**src/sfp_pkg.sv**
```systemverilog
package sfp_pkg;

	// ==========================================
	// opcodes
	localparam logic [7:0] OP_WRITE_ENABLE  = 8'h06;
	localparam logic [7:0] OP_WRITE_DISABLE = 8'h04;
	localparam logic [7:0] OP_STATUS_WRITE  = 8'h01;
	localparam logic [7:0] OP_STATUS_READ   = 8'h05;
	localparam logic [7:0] OP_SLEEP         = 8'hb9;
	localparam logic [7:0] OP_WAKE_ID       = 8'hab;
	localparam logic [7:0] OP_ID4           = 8'h9f;
	localparam logic [7:0] OP_PAGE_PROG     = 8'h02;
	localparam logic [7:0] OP_SECT_ERASE_A  = 8'h20;
	localparam logic [7:0] OP_SECT_ERASE_B  = 8'hd7;
	localparam logic [7:0] OP_BLOCK_ERASE   = 8'hd8;
	localparam logic [7:0] OP_CHIP_ERASE_A  = 8'h60;
	localparam logic [7:0] OP_CHIP_ERASE_B  = 8'hc7;

	// ==========================================
	// framing counts, in whole bytes, and the last bit index of a byte
	localparam logic [7:0] BYTES_SINGLE     = 8'h01;
	localparam logic [7:0] BYTES_STATUS_WR  = 8'h02;
	localparam logic [7:0] BYTES_ADDR_CMD   = 8'h04;
	localparam logic [7:0] BYTES_PROG_MIN   = 8'h05;
	localparam logic [7:0] BYTES_MAX        = 8'hff;
	localparam logic [2:0] BIT_LAST         = 3'h7;

	// ==========================================
	// status byte layout
	localparam int ST_BUSY   = 0;
	localparam int ST_WEL    = 1;
	localparam int ST_BP_LO  = 2;
	localparam int ST_TB     = 5;
	localparam int ST_LOCK   = 7;

	// ==========================================
	// reset values
	localparam logic [2:0] RST_PROT_LEVEL = 3'h0;
	localparam logic       RST_FROM_BOT   = 1'b0;
	localparam logic       RST_LOCK       = 1'b0;

	// ==========================================
	// timing
	localparam int CLK_PERIOD_NS = 20;
	localparam int TMR_W         = 24;

	// ==========================================
	// types
	typedef enum logic [1:0] {
		PWR_ACTIVE = 2'h0,
		PWR_ENTER  = 2'h1,
		PWR_SLEEP  = 2'h3,
		PWR_WAKE   = 2'h2
	} sfp_pwr_t;

	typedef struct packed {
		logic cs_b;
		logic sck;
		logic si;
		logic wp_b;
	} sfp_pins_t;

	typedef struct packed {
		logic       lock;
		logic       from_bottom;
		logic [2:0] prot_level;
	} sfp_prot_t;

endpackage

```
**src/sfp_sync.sv**
```systemverilog
`timescale 1ns/10ps
module sfp_sync #(
	parameter int W = 4
) (
	// clock and reset
	input  wire logic         clk,
	input  wire logic         rst_b,
	// pins
	input  wire logic [W-1:0] din,
	output logic      [W-1:0] dout
);

	typedef struct packed {
		logic [W-1:0] s1;
		logic [W-1:0] s2;
	} sfp_sync_st_t;

	sfp_sync_st_t st_q;
	sfp_sync_st_t st_d;

	// first stage feeds only the second
	always_comb begin
		st_d    = st_q;
		st_d.s1 = din;
		st_d.s2 = st_q.s1;
	end

	always_ff @(posedge clk or negedge rst_b) begin
		if (!rst_b) begin
			st_q <= '0;
		end else begin
			st_q <= st_d;
		end
	end

	assign dout = st_q.s2;

endmodule

```
**src/sfp_timer.sv**
```systemverilog
`timescale 1ns/10ps
module sfp_timer
	import sfp_pkg::*;
(
	// clock and reset
	input  wire logic             clk,
	input  wire logic             rst_b,
	// control
	input  wire logic             start,
	input  wire logic [TMR_W-1:0] load,
	output logic                  done,
	output logic                  running
);

	typedef struct packed {
		logic [TMR_W-1:0] cnt;
		logic             run;
		logic             done;
	} sfp_tmr_st_t;

	sfp_tmr_st_t st_q;
	sfp_tmr_st_t st_d;

	always_comb begin
		st_d      = st_q;
		st_d.done = 1'b0;
		if (start) begin
			st_d.cnt = load;
			st_d.run = 1'b1;
		end else if (st_q.run) begin
			if (st_q.cnt <= TMR_W'(1)) begin
				st_d.run  = 1'b0;
				st_d.done = 1'b1;
				st_d.cnt  = '0;
			end else begin
				st_d.cnt = st_q.cnt - TMR_W'(1);
			end
		end
	end

	always_ff @(posedge clk or negedge rst_b) begin
		if (!rst_b) begin
			st_q <= '0;
		end else begin
			st_q <= st_d;
		end
	end

	assign done    = st_q.done;
	assign running = st_q.run;

endmodule

```
**src/sfp_flash_cmd.sv**
```systemverilog
// Function
// - write-disable opcode clears the write-enable latch.
// - write-disable framed by chip select; acts on the select rising edge.
// - status write changes only protect level, bottom select and lock bits.
// - accepted status write runs self-timed with busy set; host polls or waits.
// - status write changes no protect or lock bits while write-protect low and lock bit set; it still clears write-enable.
// - with write-protect low, lock bit may only go from zero to one.
// - with write-protect high, lock and all protect bits may change.
// - lock checked at select rise; one write may lock and change bits.
// - sleep opcode framed by chip select; sleep starts after the rising edge.
// - sleep opcode ignored while a self-timed operation runs.
// - in sleep every opcode except release/identify is ignored.
// - lowest power reached only after the sleep entry delay.
// - framed release opcode returns to standby; host waits the wake delay.
// - single-byte identify: opcode, 24 dummy bits, then id byte repeated.
// - four-byte identify order: device id, type, capacity, reserved.
// - four-byte code repeats; output stops whenever chip select rises.
// - write-type command rejected unless select rises on a byte boundary.
// - page program with a partial data byte is not recognised.
// - status write longer than one data byte is rejected.
// - power-up reset puts command logic and latches in idle.
// - write-enable sets the latch unless busy; a status write clears it at the select rise that accepts it.
// - status read streams status until select rises, even while busy.
`timescale 1ns/10ps
module sfp_flash_cmd
	import sfp_pkg::*;
#(
	parameter int         STATUS_WRITE_NS = 10000,
	parameter int         WRITE_OP_NS     = 200000,
	parameter int         SLEEP_ENTRY_NS  = 3000,
	parameter int         WAKE_NS         = 3000,
	// identification values are arbitrary
	parameter logic [7:0] ID_BYTE         = 8'h7c,
	parameter logic [7:0] ID_DEVICE       = 8'hc1,
	parameter logic [7:0] ID_MEM_TYPE     = 8'h27,
	parameter logic [7:0] ID_CAPACITY     = 8'h35,
	parameter logic [7:0] ID_RESERVED     = 8'h4e
) (
	// clock and reset
	input  wire logic       CORE_CLK,
	input  wire logic       RST_B,
	// serial pins
	input  wire logic       SPI_CS_B,
	input  wire logic       SPI_SCK,
	input  wire logic       SPI_SI,
	input  wire logic       SPI_WP_B,
	output logic            SPI_SO,
	output logic            SPI_SO_OE,
	// status
	output logic            BUSY,
	output logic            WRITE_EN,
	output logic [2:0]      PROTECT_LEVEL,
	output logic            PROTECT_FROM_BOTTOM,
	output logic            STATUS_LOCK,
	output logic            DEEP_SLEEP,
	// array operation launch
	output logic            WRITE_OP_START,
	output logic [7:0]      WRITE_OP_CODE
);

	// ==========================================
	// timing counts
	localparam logic [TMR_W-1:0] STATUS_WRITE_CYC =
		TMR_W'((STATUS_WRITE_NS + CLK_PERIOD_NS - 1) / CLK_PERIOD_NS);
	localparam logic [TMR_W-1:0] WRITE_OP_CYC =
		TMR_W'((WRITE_OP_NS + CLK_PERIOD_NS - 1) / CLK_PERIOD_NS);
	localparam logic [TMR_W-1:0] SLEEP_ENTRY_CYC =
		TMR_W'((SLEEP_ENTRY_NS + CLK_PERIOD_NS - 1) / CLK_PERIOD_NS);
	localparam logic [TMR_W-1:0] WAKE_CYC =
		TMR_W'((WAKE_NS + CLK_PERIOD_NS - 1) / CLK_PERIOD_NS);

	// ==========================================
	// state
	typedef struct packed {
		logic       sck_prev;
		logic       cs_prev;
		logic [2:0] bit_cnt;
		logic [7:0] byte_cnt;
		logic [7:0] rx;
		logic [7:0] opcode;
		logic [7:0] data1;
		logic [7:0] tx;
		logic       so;
		logic       so_oe;
		logic       wel;
		logic       busy;
		sfp_prot_t  prot;
		sfp_pwr_t   pwr;
		logic       low_power;
		logic [7:0] wop_code;
		logic       wop_start;
	} sfp_core_st_t;

	sfp_core_st_t st_q;
	sfp_core_st_t st_d;

	sfp_pins_t  pin_raw;
	sfp_pins_t  pin_s;
	logic       sck_rise;
	logic       sck_fall;
	logic       cs_rise;
	logic       selected;
	logic       on_boundary;
	logic       op_known;
	logic       op_write_type;
	logic       op_frame_ok;
	logic [7:0] status_byte;
	logic [7:0] out_byte;
	logic       out_phase;
	logic       busy_start;
	logic [TMR_W-1:0] busy_load;
	logic       busy_done;
	logic       pwr_start;
	logic [TMR_W-1:0] pwr_load;
	logic       pwr_done;
	logic [7:0] rx_next;

	// ==========================================
	// pin sampling
	assign pin_raw = '{cs_b: SPI_CS_B, sck: SPI_SCK, si: SPI_SI, wp_b: SPI_WP_B};

	sfp_sync #(
		.W ($bits(sfp_pins_t))
	) u_sync (
		.clk   (CORE_CLK),
		.rst_b (RST_B),
		.din   (pin_raw),
		.dout  (pin_s)
	);

	assign sck_rise = pin_s.sck & ~st_q.sck_prev;
	assign sck_fall = ~pin_s.sck & st_q.sck_prev;
	assign cs_rise  = pin_s.cs_b & ~st_q.cs_prev;
	assign selected = ~pin_s.cs_b;
	assign rx_next  = {st_q.rx[6:0], pin_s.si};

	// ==========================================
	// timers
	sfp_timer u_busy_tmr (
		.clk     (CORE_CLK),
		.rst_b   (RST_B),
		.start   (busy_start),
		.load    (busy_load),
		.done    (busy_done),
		.running ()
	);

	sfp_timer u_pwr_tmr (
		.clk     (CORE_CLK),
		.rst_b   (RST_B),
		.start   (pwr_start),
		.load    (pwr_load),
		.done    (pwr_done),
		.running ()
	);

	// ==========================================
	// decode helpers
	always_comb begin
		status_byte           = '0;
		status_byte[ST_BUSY]  = st_q.busy;
		status_byte[ST_WEL]   = st_q.wel;
		status_byte[ST_BP_LO +: 3] = st_q.prot.prot_level;
		status_byte[ST_TB]    = st_q.prot.from_bottom;
		status_byte[ST_LOCK]  = st_q.prot.lock;
	end

	assign on_boundary = (st_q.bit_cnt == 3'h0);

	always_comb begin
		op_write_type = 1'b0;
		op_frame_ok   = 1'b0;
		case (st_q.opcode)
			OP_PAGE_PROG: begin
				op_write_type = 1'b1;
				op_frame_ok   = (st_q.byte_cnt >= BYTES_PROG_MIN);
			end
			OP_SECT_ERASE_A, OP_SECT_ERASE_B, OP_BLOCK_ERASE: begin
				op_write_type = 1'b1;
				op_frame_ok   = (st_q.byte_cnt == BYTES_ADDR_CMD);
			end
			OP_CHIP_ERASE_A, OP_CHIP_ERASE_B: begin
				op_write_type = 1'b1;
				op_frame_ok   = (st_q.byte_cnt == BYTES_SINGLE);
			end
			default: begin
				op_write_type = 1'b0;
				op_frame_ok   = 1'b0;
			end
		endcase
	end

	assign op_known = (st_q.byte_cnt != 8'h00) &&
		((st_q.pwr == PWR_ACTIVE) || (st_q.opcode == OP_WAKE_ID));

	// ==========================================
	// readout source
	always_comb begin
		out_byte  = '0;
		out_phase = 1'b0;
		if (op_known) begin
			case (st_q.opcode)
				OP_STATUS_READ: begin
					out_phase = 1'b1;
					out_byte  = status_byte;
				end
				OP_WAKE_ID: begin
					out_phase = (st_q.byte_cnt >= BYTES_ADDR_CMD);
					out_byte  = ID_BYTE;
				end
				OP_ID4: begin
					out_phase = 1'b1;
					case (2'(st_q.byte_cnt - 8'h01))
						2'h0:    out_byte = ID_DEVICE;
						2'h1:    out_byte = ID_MEM_TYPE;
						2'h2:    out_byte = ID_CAPACITY;
						default: out_byte = ID_RESERVED;
					endcase
				end
				default: begin
					out_phase = 1'b0;
					out_byte  = '0;
				end
			endcase
		end
	end

	// ==========================================
	// main update
	always_comb begin
		st_d           = st_q;
		st_d.sck_prev  = pin_s.sck;
		st_d.cs_prev   = pin_s.cs_b;
		st_d.wop_start = 1'b0;
		busy_start     = 1'b0;
		busy_load      = STATUS_WRITE_CYC;
		pwr_start      = 1'b0;
		pwr_load       = SLEEP_ENTRY_CYC;

		if (busy_done) begin
			st_d.busy = 1'b0;
		end

		// shift in on rising clock
		if (selected && sck_rise) begin
			st_d.rx      = rx_next;
			st_d.bit_cnt = st_q.bit_cnt + 3'h1;
			if (st_q.bit_cnt == BIT_LAST) begin
				if (st_q.byte_cnt != BYTES_MAX) begin
					st_d.byte_cnt = st_q.byte_cnt + 8'h01;
				end
				if (st_q.byte_cnt == 8'h00) begin
					st_d.opcode = rx_next;
				end
				if (st_q.byte_cnt == BYTES_SINGLE) begin
					st_d.data1 = rx_next;
				end
			end
		end

		// shift out on falling clock
		if (selected && sck_fall) begin
			if (on_boundary && out_phase) begin
				st_d.so    = out_byte[7];
				st_d.tx    = {out_byte[6:0], 1'b0};
				st_d.so_oe = 1'b1;
			end else if (st_q.so_oe) begin
				st_d.so = st_q.tx[7];
				st_d.tx = {st_q.tx[6:0], 1'b0};
			end
		end

		if (!selected) begin
			st_d.so_oe    = 1'b0;
			st_d.so       = 1'b0;
			st_d.bit_cnt  = '0;
			st_d.byte_cnt = '0;
		end

		// commands act on the select rise
		if (cs_rise && op_known) begin
			case (st_q.opcode)
				OP_WRITE_ENABLE: begin
					if (on_boundary && st_q.byte_cnt == BYTES_SINGLE && !st_q.busy) begin
						st_d.wel = 1'b1;
					end
				end
				OP_WRITE_DISABLE: begin
					if (on_boundary && st_q.byte_cnt == BYTES_SINGLE) begin
						st_d.wel = 1'b0;
					end
				end
				OP_STATUS_WRITE: begin
					if (on_boundary && st_q.byte_cnt == BYTES_STATUS_WR &&
						st_q.wel && !st_q.busy) begin
						st_d.wel = 1'b0;
						if (pin_s.wp_b || !st_q.prot.lock) begin
							st_d.prot.prot_level  = st_q.data1[ST_BP_LO +: 3];
							st_d.prot.from_bottom = st_q.data1[ST_TB];
							st_d.prot.lock        = st_q.data1[ST_LOCK];
							st_d.busy  = 1'b1;
							busy_start = 1'b1;
							busy_load  = STATUS_WRITE_CYC;
						end
					end
				end
				OP_SLEEP: begin
					if (on_boundary && st_q.byte_cnt == BYTES_SINGLE &&
						!st_q.busy && st_q.pwr == PWR_ACTIVE) begin
						st_d.pwr  = PWR_ENTER;
						pwr_start = 1'b1;
						pwr_load  = SLEEP_ENTRY_CYC;
					end
				end
				OP_WAKE_ID: begin
					if (st_q.pwr == PWR_SLEEP || st_q.pwr == PWR_ENTER) begin
						st_d.pwr  = PWR_WAKE;
						pwr_start = 1'b1;
						pwr_load  = WAKE_CYC;
					end
				end
				default: begin
					if (op_write_type && op_frame_ok && on_boundary &&
						st_q.wel && !st_q.busy) begin
						st_d.wel       = 1'b0;
						st_d.wop_start = 1'b1;
						st_d.wop_code  = st_q.opcode;
						st_d.busy      = 1'b1;
						busy_start     = 1'b1;
						busy_load      = WRITE_OP_CYC;
					end
				end
			endcase
		end

		// power sequencing
		if (pwr_done) begin
			case (st_q.pwr)
				PWR_ENTER: st_d.pwr = PWR_SLEEP;
				PWR_WAKE:  st_d.pwr = PWR_ACTIVE;
				default:   st_d.pwr = st_q.pwr;
			endcase
		end
		st_d.low_power = (st_d.pwr == PWR_SLEEP);
	end

	always_ff @(posedge CORE_CLK or negedge RST_B) begin
		if (!RST_B) begin
			st_q                  <= '0;
			st_q.sck_prev         <= 1'b0;
			st_q.cs_prev          <= 1'b1;
			st_q.prot.prot_level  <= RST_PROT_LEVEL;
			st_q.prot.from_bottom <= RST_FROM_BOT;
			st_q.prot.lock        <= RST_LOCK;
			st_q.pwr              <= PWR_ACTIVE;
		end else begin
			st_q <= st_d;
		end
	end

	// ==========================================
	// outputs
	assign SPI_SO              = st_q.so;
	assign SPI_SO_OE           = st_q.so_oe;
	assign BUSY                = st_q.busy;
	assign WRITE_EN            = st_q.wel;
	assign PROTECT_LEVEL       = st_q.prot.prot_level;
	assign PROTECT_FROM_BOTTOM = st_q.prot.from_bottom;
	assign STATUS_LOCK         = st_q.prot.lock;
	assign DEEP_SLEEP          = st_q.low_power;
	assign WRITE_OP_START      = st_q.wop_start;
	assign WRITE_OP_CODE       = st_q.wop_code;

endmodule

```
**config.mk**
```make
export PLATFORM = sky130hd
export DESIGN_NAME = sfp_flash_cmd
export DESIGN_NICKNAME = d
export VERILOG_FILES = /design/src/sfp_pkg.sv /design/src/sfp_sync.sv /design/src/sfp_timer.sv /design/src/sfp_flash_cmd.sv
export SDC_FILE = /design/constraint.sdc
export NUM_CORES = 1
export LEC_CHECK = 0
export BUFFER_PORTS_ARGS = -buffer_cell sky130_fd_sc_hd__clkbuf_2
export CAP_MARGIN = 20
export CORE_MARGIN = 1.5
export CORE_UTILIZATION = 56
export CTS_CLUSTER_SIZE = 40
export DETAILED_ROUTE_END_ITERATION = 6
export GPL_TIMING_DRIVEN = 0
export PLACE_DENSITY = 0.76
export SLEW_MARGIN = 30
export SYNTH_ARGS = -nofsm -noshare
export SYNTH_HDL_FRONTEND = slang
export SYNTH_SLANG_ARGS = --single-unit
export TNS_END_PERCENT = 5
```
**constraint.sdc**
```tcl
create_clock -name CORE_CLK -period 2.4 [get_ports CORE_CLK]
set_input_delay 0.36 -clock CORE_CLK [delete_from_list [all_inputs] [get_ports CORE_CLK]]
set_output_delay 0.36 -clock CORE_CLK [all_outputs]
set_load 0.02 [all_outputs]
```
==> results of run 1 <==
[kinds of logic after synthesis]
family / count (synthesis)
DFF: 121
buffers and inverters: 59
muxes: 35
AOI/OAI and AO/OA: 120
and+or+nand+nor: 263
adders and majority gates: 17
xor gates and xnor gates: 20
[layout by cell type, fill, tap and decap left out, types with 14 or more instances in the layout]
master,count
a21oi_1,28
buf_4,37
clkbuf_1,15
clkbuf_16,17
clkbuf_2,27
dfrtp_1,117
ha_1,16
inv_1,14
mux2_2,26
nand2_1,43
nand3_1,18
nor2_1,72
nor3_1,19
o21ai_0,29
xnor2_1,14
[stage by stage]
stage | setup TNS, ps | setup slack (ps) | total power [mW] | cells
2_1_floorplan | -5470 | -157 | 2.23 | 635
3_3_place_gp | -121540 | -996 | 2.30 | 799
3_5_place_dp | -34210 | -624 | 2.32 | 800
4_1_cts | -6100 | -273 | 4.92 | 852
5_1_grt | -13100 | -402 | 5.05 | 858
6_report | -6970 | -280 | 4.89 | 858
[cell type report]
cell class                      count  area, um^2
Buffer                             39         268
Clock buffer                       23         488
Clock inverter                      8         118
Fill cell                         768        3160
Inverter                           18        67.6
Multi-Input combinational cell    455        3220
Sequential cell                   121        3030
Tap cell                          140         175
Timing Repair Buffer               54         400
[power groups by stage]
stage | Combinational, mW | Clock (mW) | Sequential, mW
2_1_floorplan | 0.0684 | 0 | 2.17
3_3_place_gp | 0.119 | 0 | 2.18
3_5_place_dp | 0.130 | 0 | 2.19
4_1_cts | 0.135 | 2.63 | 2.15
5_1_grt | 0.163 | 2.73 | 2.16
6_report | 0.142 | 2.60 | 2.15
[worst max path at each step]
stage                         startpoint                           end  slack [ps]  cells after the start
floorplan           st_q[43]$_DFFE_PN0P_  WRITE_OP_CODE[3]$_DFFE_PN0P_        -160                      9
global route        st_q[40]$_DFFE_PN0P_  WRITE_OP_CODE[7]$_DFFE_PN0P_        -400                      9
detailed placement  st_q[41]$_DFFE_PN0P_          st_q[28]$_DFFE_PN0P_        -620                      7
finish              st_q[40]$_DFFE_PN0P_  WRITE_OP_CODE[4]$_DFFE_PN0P_        -280                      9
global placement                   RST_B          st_q[53]$_DFFE_PN0P_       -1000                      1
CTS                 st_q[43]$_DFFE_PN0P_  WRITE_OP_CODE[4]$_DFFE_PN0P_        -270                      9
[timing repair]
item                                    in CTS  in global routing
pin swaps                                   17                 14
gates resized for setup                     39                 45
buffers inserted                            21                  7
hold buffers                                 1                  0
hold endpoints to repair                    41                  0
endpoints found under the setup margin      83                 87
[registers in the layout, indices dropped and copies added, names as in the netlist]
name	cells
PROTECT_FROM_BOTTOM	1
u_pwr_tmr.st_q	24
u_busy_tmr.st_q	24
PROTECT_LEVEL	3
BUSY	1
u_pwr_tmr.running	1
u_busy_tmr.done	1
DEEP_SLEEP	1
WRITE_OP_START	1
u_pwr_tmr.done	1
WRITE_EN	1
u_busy_tmr.running	1
st_q	35
SPI_SO	1
rx_next	7
SPI_SO_OE	1
WRITE_OP_CODE	8
STATUS_LOCK	1
u_sync.st_d	4
u_sync.dout	4
[critical path, stage by stage, from the launching register on]
cell	delay [ps]
dfrtp_1	390
clkbuf_2	250
nor4b_1	340
o211ai_1	170
a2111oi_2	420
nor3_2	150
or2_1	280
buf_6	140
buf_8	130
mux2_4	290
[layer usage]
metal,share of wire,wire (um),GRT usage
met1,0.43,6420,0.330
met2,0.50,7390,0.413
met3,0.051,758,0.0646
met4,0.016,230,0.0928
met5,0,0,0
==> impl_results.md, run 1 <==
* H-tree levels at 4
* Synth Area in Adders at 0.0337
* Most common cell in the synthesized netlist: dfrtp_1
* Clk_skew at 5.95 ps
* Clock buffer depth at 2
* First-pass GRT wire length at between 20000 and 25000 um
* Core area at 10900 um^2
* Synth top area share at 0.476
* Largest family of logic cells by synthesized area: simple AND/OR/NAND/NOR gates
* Fmax at approximately 0.37 GHz
* Failing checks: setup timing
* CTS Buf Count at 17
* Starting Density at 0.577
* DIE WIDTH at approximately 110 um
* Hold crit path type: in2reg
* R2r startpoint: st_q[40]$_DFFE_PN0P_
* Final WS setup at -280 ps
* Worst-margin pin slew at 680 ps
* Number of synthesis warnings at 0
* Wire per inst at 17.2 um
* Die Y at 109 um
* Yosys cell types at 67
* Vias at approximately 5200
* Simple-gate share of the synthesized area at 0.222
* Worst EP required at 2690 ps
* DP HPWL at 9170 um
* Sw Share at 0.204
* Slew margin rel. at 0.540
* Comb power frac at 0.029
* Share of cells above drive strength 1 at 0.273
* Critical setup path kind: reg2reg
* Status: complete, but fails checks
* Proportion of synthesized area in mux cells at 0.0630
* Synthesis-stage register bit count at 121
* Mapped Nets at 658
* Number of synthesized flops with an enable pin at 0
* Total grt overflow at 0
* Fin Hold WS at 53.5 ps
* Async SR Flop Fraction at 1.00
* Synthesized instance count at 635
* Placement Rows at 38
* RR Endpoint: WRITE_OP_CODE[4]$_DFFE_PN0P_
* Clock transition at the registers of the reported paths at 50 ps
* Part of the cycle the worst path needs at 1.12
* FF-to-FF path depth at 9
* Sequential area share after synthesis at 0.480
* Final number of setup-violating endpoints at 65
* Placer congestion estimate at 0.900
* Mapped Area at 6310 um^2
* Clk sinks at 121
* Avg Cell Area, Syn at 9.94 um^2
* Top cells by count, synth: 120 x dfrtp_1, 72 x nor2_1, 43 x nand2_1, 34 x o21ai_0, 33 x a21oi_1
* WL final at roughly 15000 um
* Ports at 25
* Worst path arrival time at 2980 ps
* Clk pwr share at 0.531
* Pleak at 3.65 nW
* Flop pwr share at 0.440
* First DRT Iteration DRCs at 485
* Largest net degree at the start of global routing at 81
* I/O Buffers at 24
* P per Cell Area at 630 nW/um^2
* Final Critical Period at 2680 ps
* Initial antenna violation count at 0
* Vias in the first global route at 4896
* Hold Crit Start: SPI_SCK
* Worst min-delay path endpoint: u_sync.st_d[2]$_DFF_PN0_
* # Max-Cap Violations at 0
* Die Area at roughly 12000 um^2
* Cell internal pwr at 3.90 mW
* Net Sw Power at roughly 1000 uW
* Max-slew violation count at 0
* Top post-synthesis cells by area: dfrtp_1 48%, mux2_2 4.6%, nor2_1 4.3%
* Peak VDD IR at 590 uV
* Worst skew pair latency at 410 ps
* Cell taking the most area after synthesis: dfrtp_1
* DP Area at about 6700 um^2
* Layout Nets at about 730
* Detailed-route vias per instance at between 6 and 7
* RSZ-0062 raised after global routing: yes
* Layout Utilization at 0.711
* Post-route cell area at 7770 um^2
* R2R setup slack at -280 ps
* CP Capture Type: flop
* Area grow syn2layout at 23.1%
* Max FO, Critical Path at 10
* Final ANT Viol Nets at 0
* Hold Fails Final Rpt at 0
* Main synth FF type: dfrtp_1
* Synth Area in Compound Gates at 0.127
* Gr usage total at 0.254
* Root Buffer: clkbuf_16
* Cell depth of the worst min-delay path at 1
* Worst setup SP type: flop
* 1st-pass router iterations at 5
* Inserted Diodes at 0
* DRC Markers at 0
* CTS tree: built
* Synth Area in XOR/XNOR at 0.0277
Note: power is estimated with default switching activity, not from simulation.
==> run 2: changes to the inputs <==
CORE_MARGIN = 3   (was 1.5)
SETUP_SLACK_MARGIN = 0.02   (was unset)
==> run 2 against run 1 <==
Net effect:
- the flow still finishes with violations (setup timing)
- critical path type unchanged
- maximum frequency fell by 3.8%
- clock-buffer cell count rose by 2
- sequential power barely moved
- non-clock buffer count increased by 9
- clock skew increased by 1.1 ps
==> impl_results.md, run 2 (synthesis results as in run 1) <==
* Most frequent cells in the layout: 116 x dfrtp_1, 63 x nor2_1, 43 x nand2_1
* Failing checks: setup timing
* CP Cell Sequence: clkbuf_4 -> nand2_1 -> nor4_4 -> o2111ai_2 -> buf_4 -> or4_4 -> buf_6 -> o211ai_1 -> buf_4 -> clkbuf_16 -> nor2_1
* Placement Rows at 38 (unchanged)
* Comb power frac at 0.030 (about the same)
* Worst Setup EP: u_busy_tmr.st_q[14]$_DFFE_PN0P_
* Status: complete, but fails checks
* Ports at 25 (unchanged)
* Root Buffer: clkbuf_16
* # Max-Cap Violations at 0 (unchanged)
* RSZ-0062 raised after global routing: yes
* H-tree levels at 4 (unchanged)
* Commonest non-fill, non-tap cell in the layout: dfrtp_1
* Pleak at 3.69 nW (+1.1%)
* Worst stage delay on the critical path at 530 ps (+110 ps)
* Worst path arrival time at 3090 ps (+110 ps)
* Clk sinks at 121 (unchanged)
* Cell internal pwr at 3.93 mW (+0.94%)
* Non-filler cells, final at 869 (+1.3%)
* CP Capture Type: flop
* P per Cell Area at 621 nW/um^2 (-1.3%)
* Max FO, Critical Path at 10 (unchanged)
* RR Endpoint: u_busy_tmr.st_q[14]$_DFFE_PN0P_
* Crit path launch: st_q[38]$_DFFE_PN0P_
* R2R setup slack at -390 ps (-110 ps)
* Area grow syn2layout at 26.3%
* Hold crit path type: in2reg
* Most used cell, CP: buf_4
* I/O Buffers at 24 (unchanged)
* Clk pwr share at 0.535 (+0.004)
* Clock transition at the registers of the reported paths at 50 ps (about the same)
* Fin Hold WS at 49.4 ps (-4.05 ps)
* Clock buffer depth at 2 (unchanged)
* Cells after DPL at 800 (unchanged)
* 1st-pass router iterations at 6 (+1)
* Critical setup path kind: reg2reg
* Biggest regs: st_q (35), u_busy_tmr.st_q (24), u_pwr_tmr.st_q (24)
* Inserted Diodes at 0 (unchanged)
* Share of cells above drive strength 1 at 0.311 (+0.0384)
* Core area at 10900 um^2 (unchanged)
* Largest net degree at the start of global routing at 72 (-11%)
* Most flop-heavy register: st_q
* Final number of setup-violating endpoints at 79 (+22%)
* Initial antenna violation count at 0 (unchanged)
* Die Y at 112 um (+2.7%)
* DRC Markers at 0 (unchanged)
* Sw Share at 0.206 (+0.00279)
* Peak VDD IR at 601 uV (+1.9%)
* Fmax at 0.359 GHz (-3.8%)
* Final Critical Period at 2790 ps (+107 ps)
* Slew margin rel. at 0.543 (+0.00277)
* Worst setup SP type: flop
* DP HPWL at 9450 um (+3.1%)
* FF-to-FF path depth at 11 (+2)
* Final WS setup at -387 ps (-107 ps)
* Final ANT Viol Nets at 0 (unchanged)
* Total grt overflow at 0 (unchanged)
* Max reg flops at 35 (unchanged)
* Worst skew pair latency at 420 ps (about the same)
* Placer congestion estimate at 0.927 (+3.0%)
* WL final at 16500 um (+12%)
* CTS Buf Count at 17 (unchanged)
* Hold Fails Final Rpt at 0 (unchanged)
* Die Area at 12600 um^2 (+5.6%)
* Slowest stage cell, crit path: or4_4
* Gr usage total at 0.246 (-0.00871)
* Detailed-route vias per instance at 6.23 (+3.4%)
* Layout Nets at 739 (+1.4%)
* Vias at 5413 (+4.7%)
* Max-slew violation count at 0 (unchanged)
* R2r startpoint: st_q[38]$_DFFE_PN0P_
* First-pass GRT wire length at 25000 um (+6.8%)
* Flop pwr share at 0.435 (-0.005)
* Part of the cycle the worst path needs at 1.16 (+0.0445)
* DIE WIDTH at 112 um (+2.7%)
* Worst-margin pin slew at 678 ps (-2.36 ps)
* Clk_skew at 7.08 ps (+1.14 ps)
* First DRT Iteration DRCs at 450 (-7.2%)
* Wire per inst at 19.0 um (+10%)
* Vias in the first global route at 5176 (+5.7%)
* Worst EP required at 2700 ps (about the same)
* CTS tree: built
* Net Sw Power at 1.02 mW (+2.7%)
* Starting Density at 0.577 (unchanged)
==> run 2: per-layer routing <==
metal  track usage  wire length (um)  part of all wire  vias up
li1              -                 -                 -     2450
met1         0.310              6590              0.40     2645
met2         0.403              8240              0.50      253
met3        0.0658              1080             0.066       65
met4         0.100               637             0.038        0
met5             0                 0                 0        -
==> run 2: what timing repair did <==
item,in CTS,in global routing
resized for setup,53,68
gates cloned,2,1
hold buffers,1,0
pin swaps,23,17
buffers inserted,23,13
setup endpoints to repair,86,88
endpoints found under the hold margin,50,0
==> run 2: area by class of cell <==
| cell class | count | area (um^2) |
|---|---|---|
| multi-input cells | 456 | 3300 |
| flip-flops and latches | 121 | 3030 |
| fillers | 707 | 2960 |
| repair buffers | 64 | 508 |
| clock buffers | 25 | 505 |
| plain buffers | 38 | 272 |
| well taps | 140 | 175 |
| clock inverters | 7 | 113 |
| inverters | 18 | 72.6 |
==> run 2: worst min path at each step <==
stage | endpoint | start | slack, ps | depth (start not counted)
final | u_sync.st_d[0]$_DFF_PN0_ | SPI_WP_B | 50 | 1
after global placement | u_sync.dout[2]$_DFF_PN0_ | u_sync.st_d[2]$_DFF_PN0_ | 330 | 0
after global routing | u_sync.st_d[0]$_DFF_PN0_ | SPI_WP_B | 30 | 1
after detailed placement | u_busy_tmr.st_q[3]$_DFFE_PN0P_ | RST_B | 340 | 1
after floorplan | BUSY$_DFF_PN0_ | RST_B | 60 | 0
after CTS | u_sync.st_d[0]$_DFF_PN0_ | SPI_WP_B | 40 | 1
==> run 2: power groups by stage <==
| stage | sequential, mW | clock [mW] | combinational [mW] |
|---|---|---|---|
| 3_5_place_dp | 2.19 | 0 | 0.132 |
| 4_1_cts | 2.15 | 2.68 | 0.140 |
| 6_report | 2.15 | 2.65 | 0.150 |
| 3_3_place_gp | 2.18 | 0 | 0.119 |
| 2_1_floorplan | 2.17 | 0 | 0.0684 |
| 5_1_grt | 2.16 | 2.77 | 0.165 |
==> run 2: through the flow <==
step / setup slack, ps / power, mW / instance area [um^2] / TNS [ps] / utilization
6_report: -387 / 4.96 / 7980 / -14500 / 0.729
5_1_grt: -451 / 5.10 / 7980 / -20280 / 0.729
4_1_cts: -311 / 4.97 / 7690 / -8650 / 0.703
3_5_place_dp: -629 / 2.32 / 6670 / -35070 / 0.609
3_3_place_gp: -997 / 2.30 / 6620 / -122710 / 0.606
2_1_floorplan: -157 / 2.23 / 6330 / -5470 / -
==> run 2: worst max-delay path, delay by kind of cell, from the launching register on <==
kind	cells	cell delay [ps]
AND/OR/NAND/NOR	4	1100
buffers and inverters	5	910
flip-flops	1	350
AO/OA/AOI/OAI	2	310
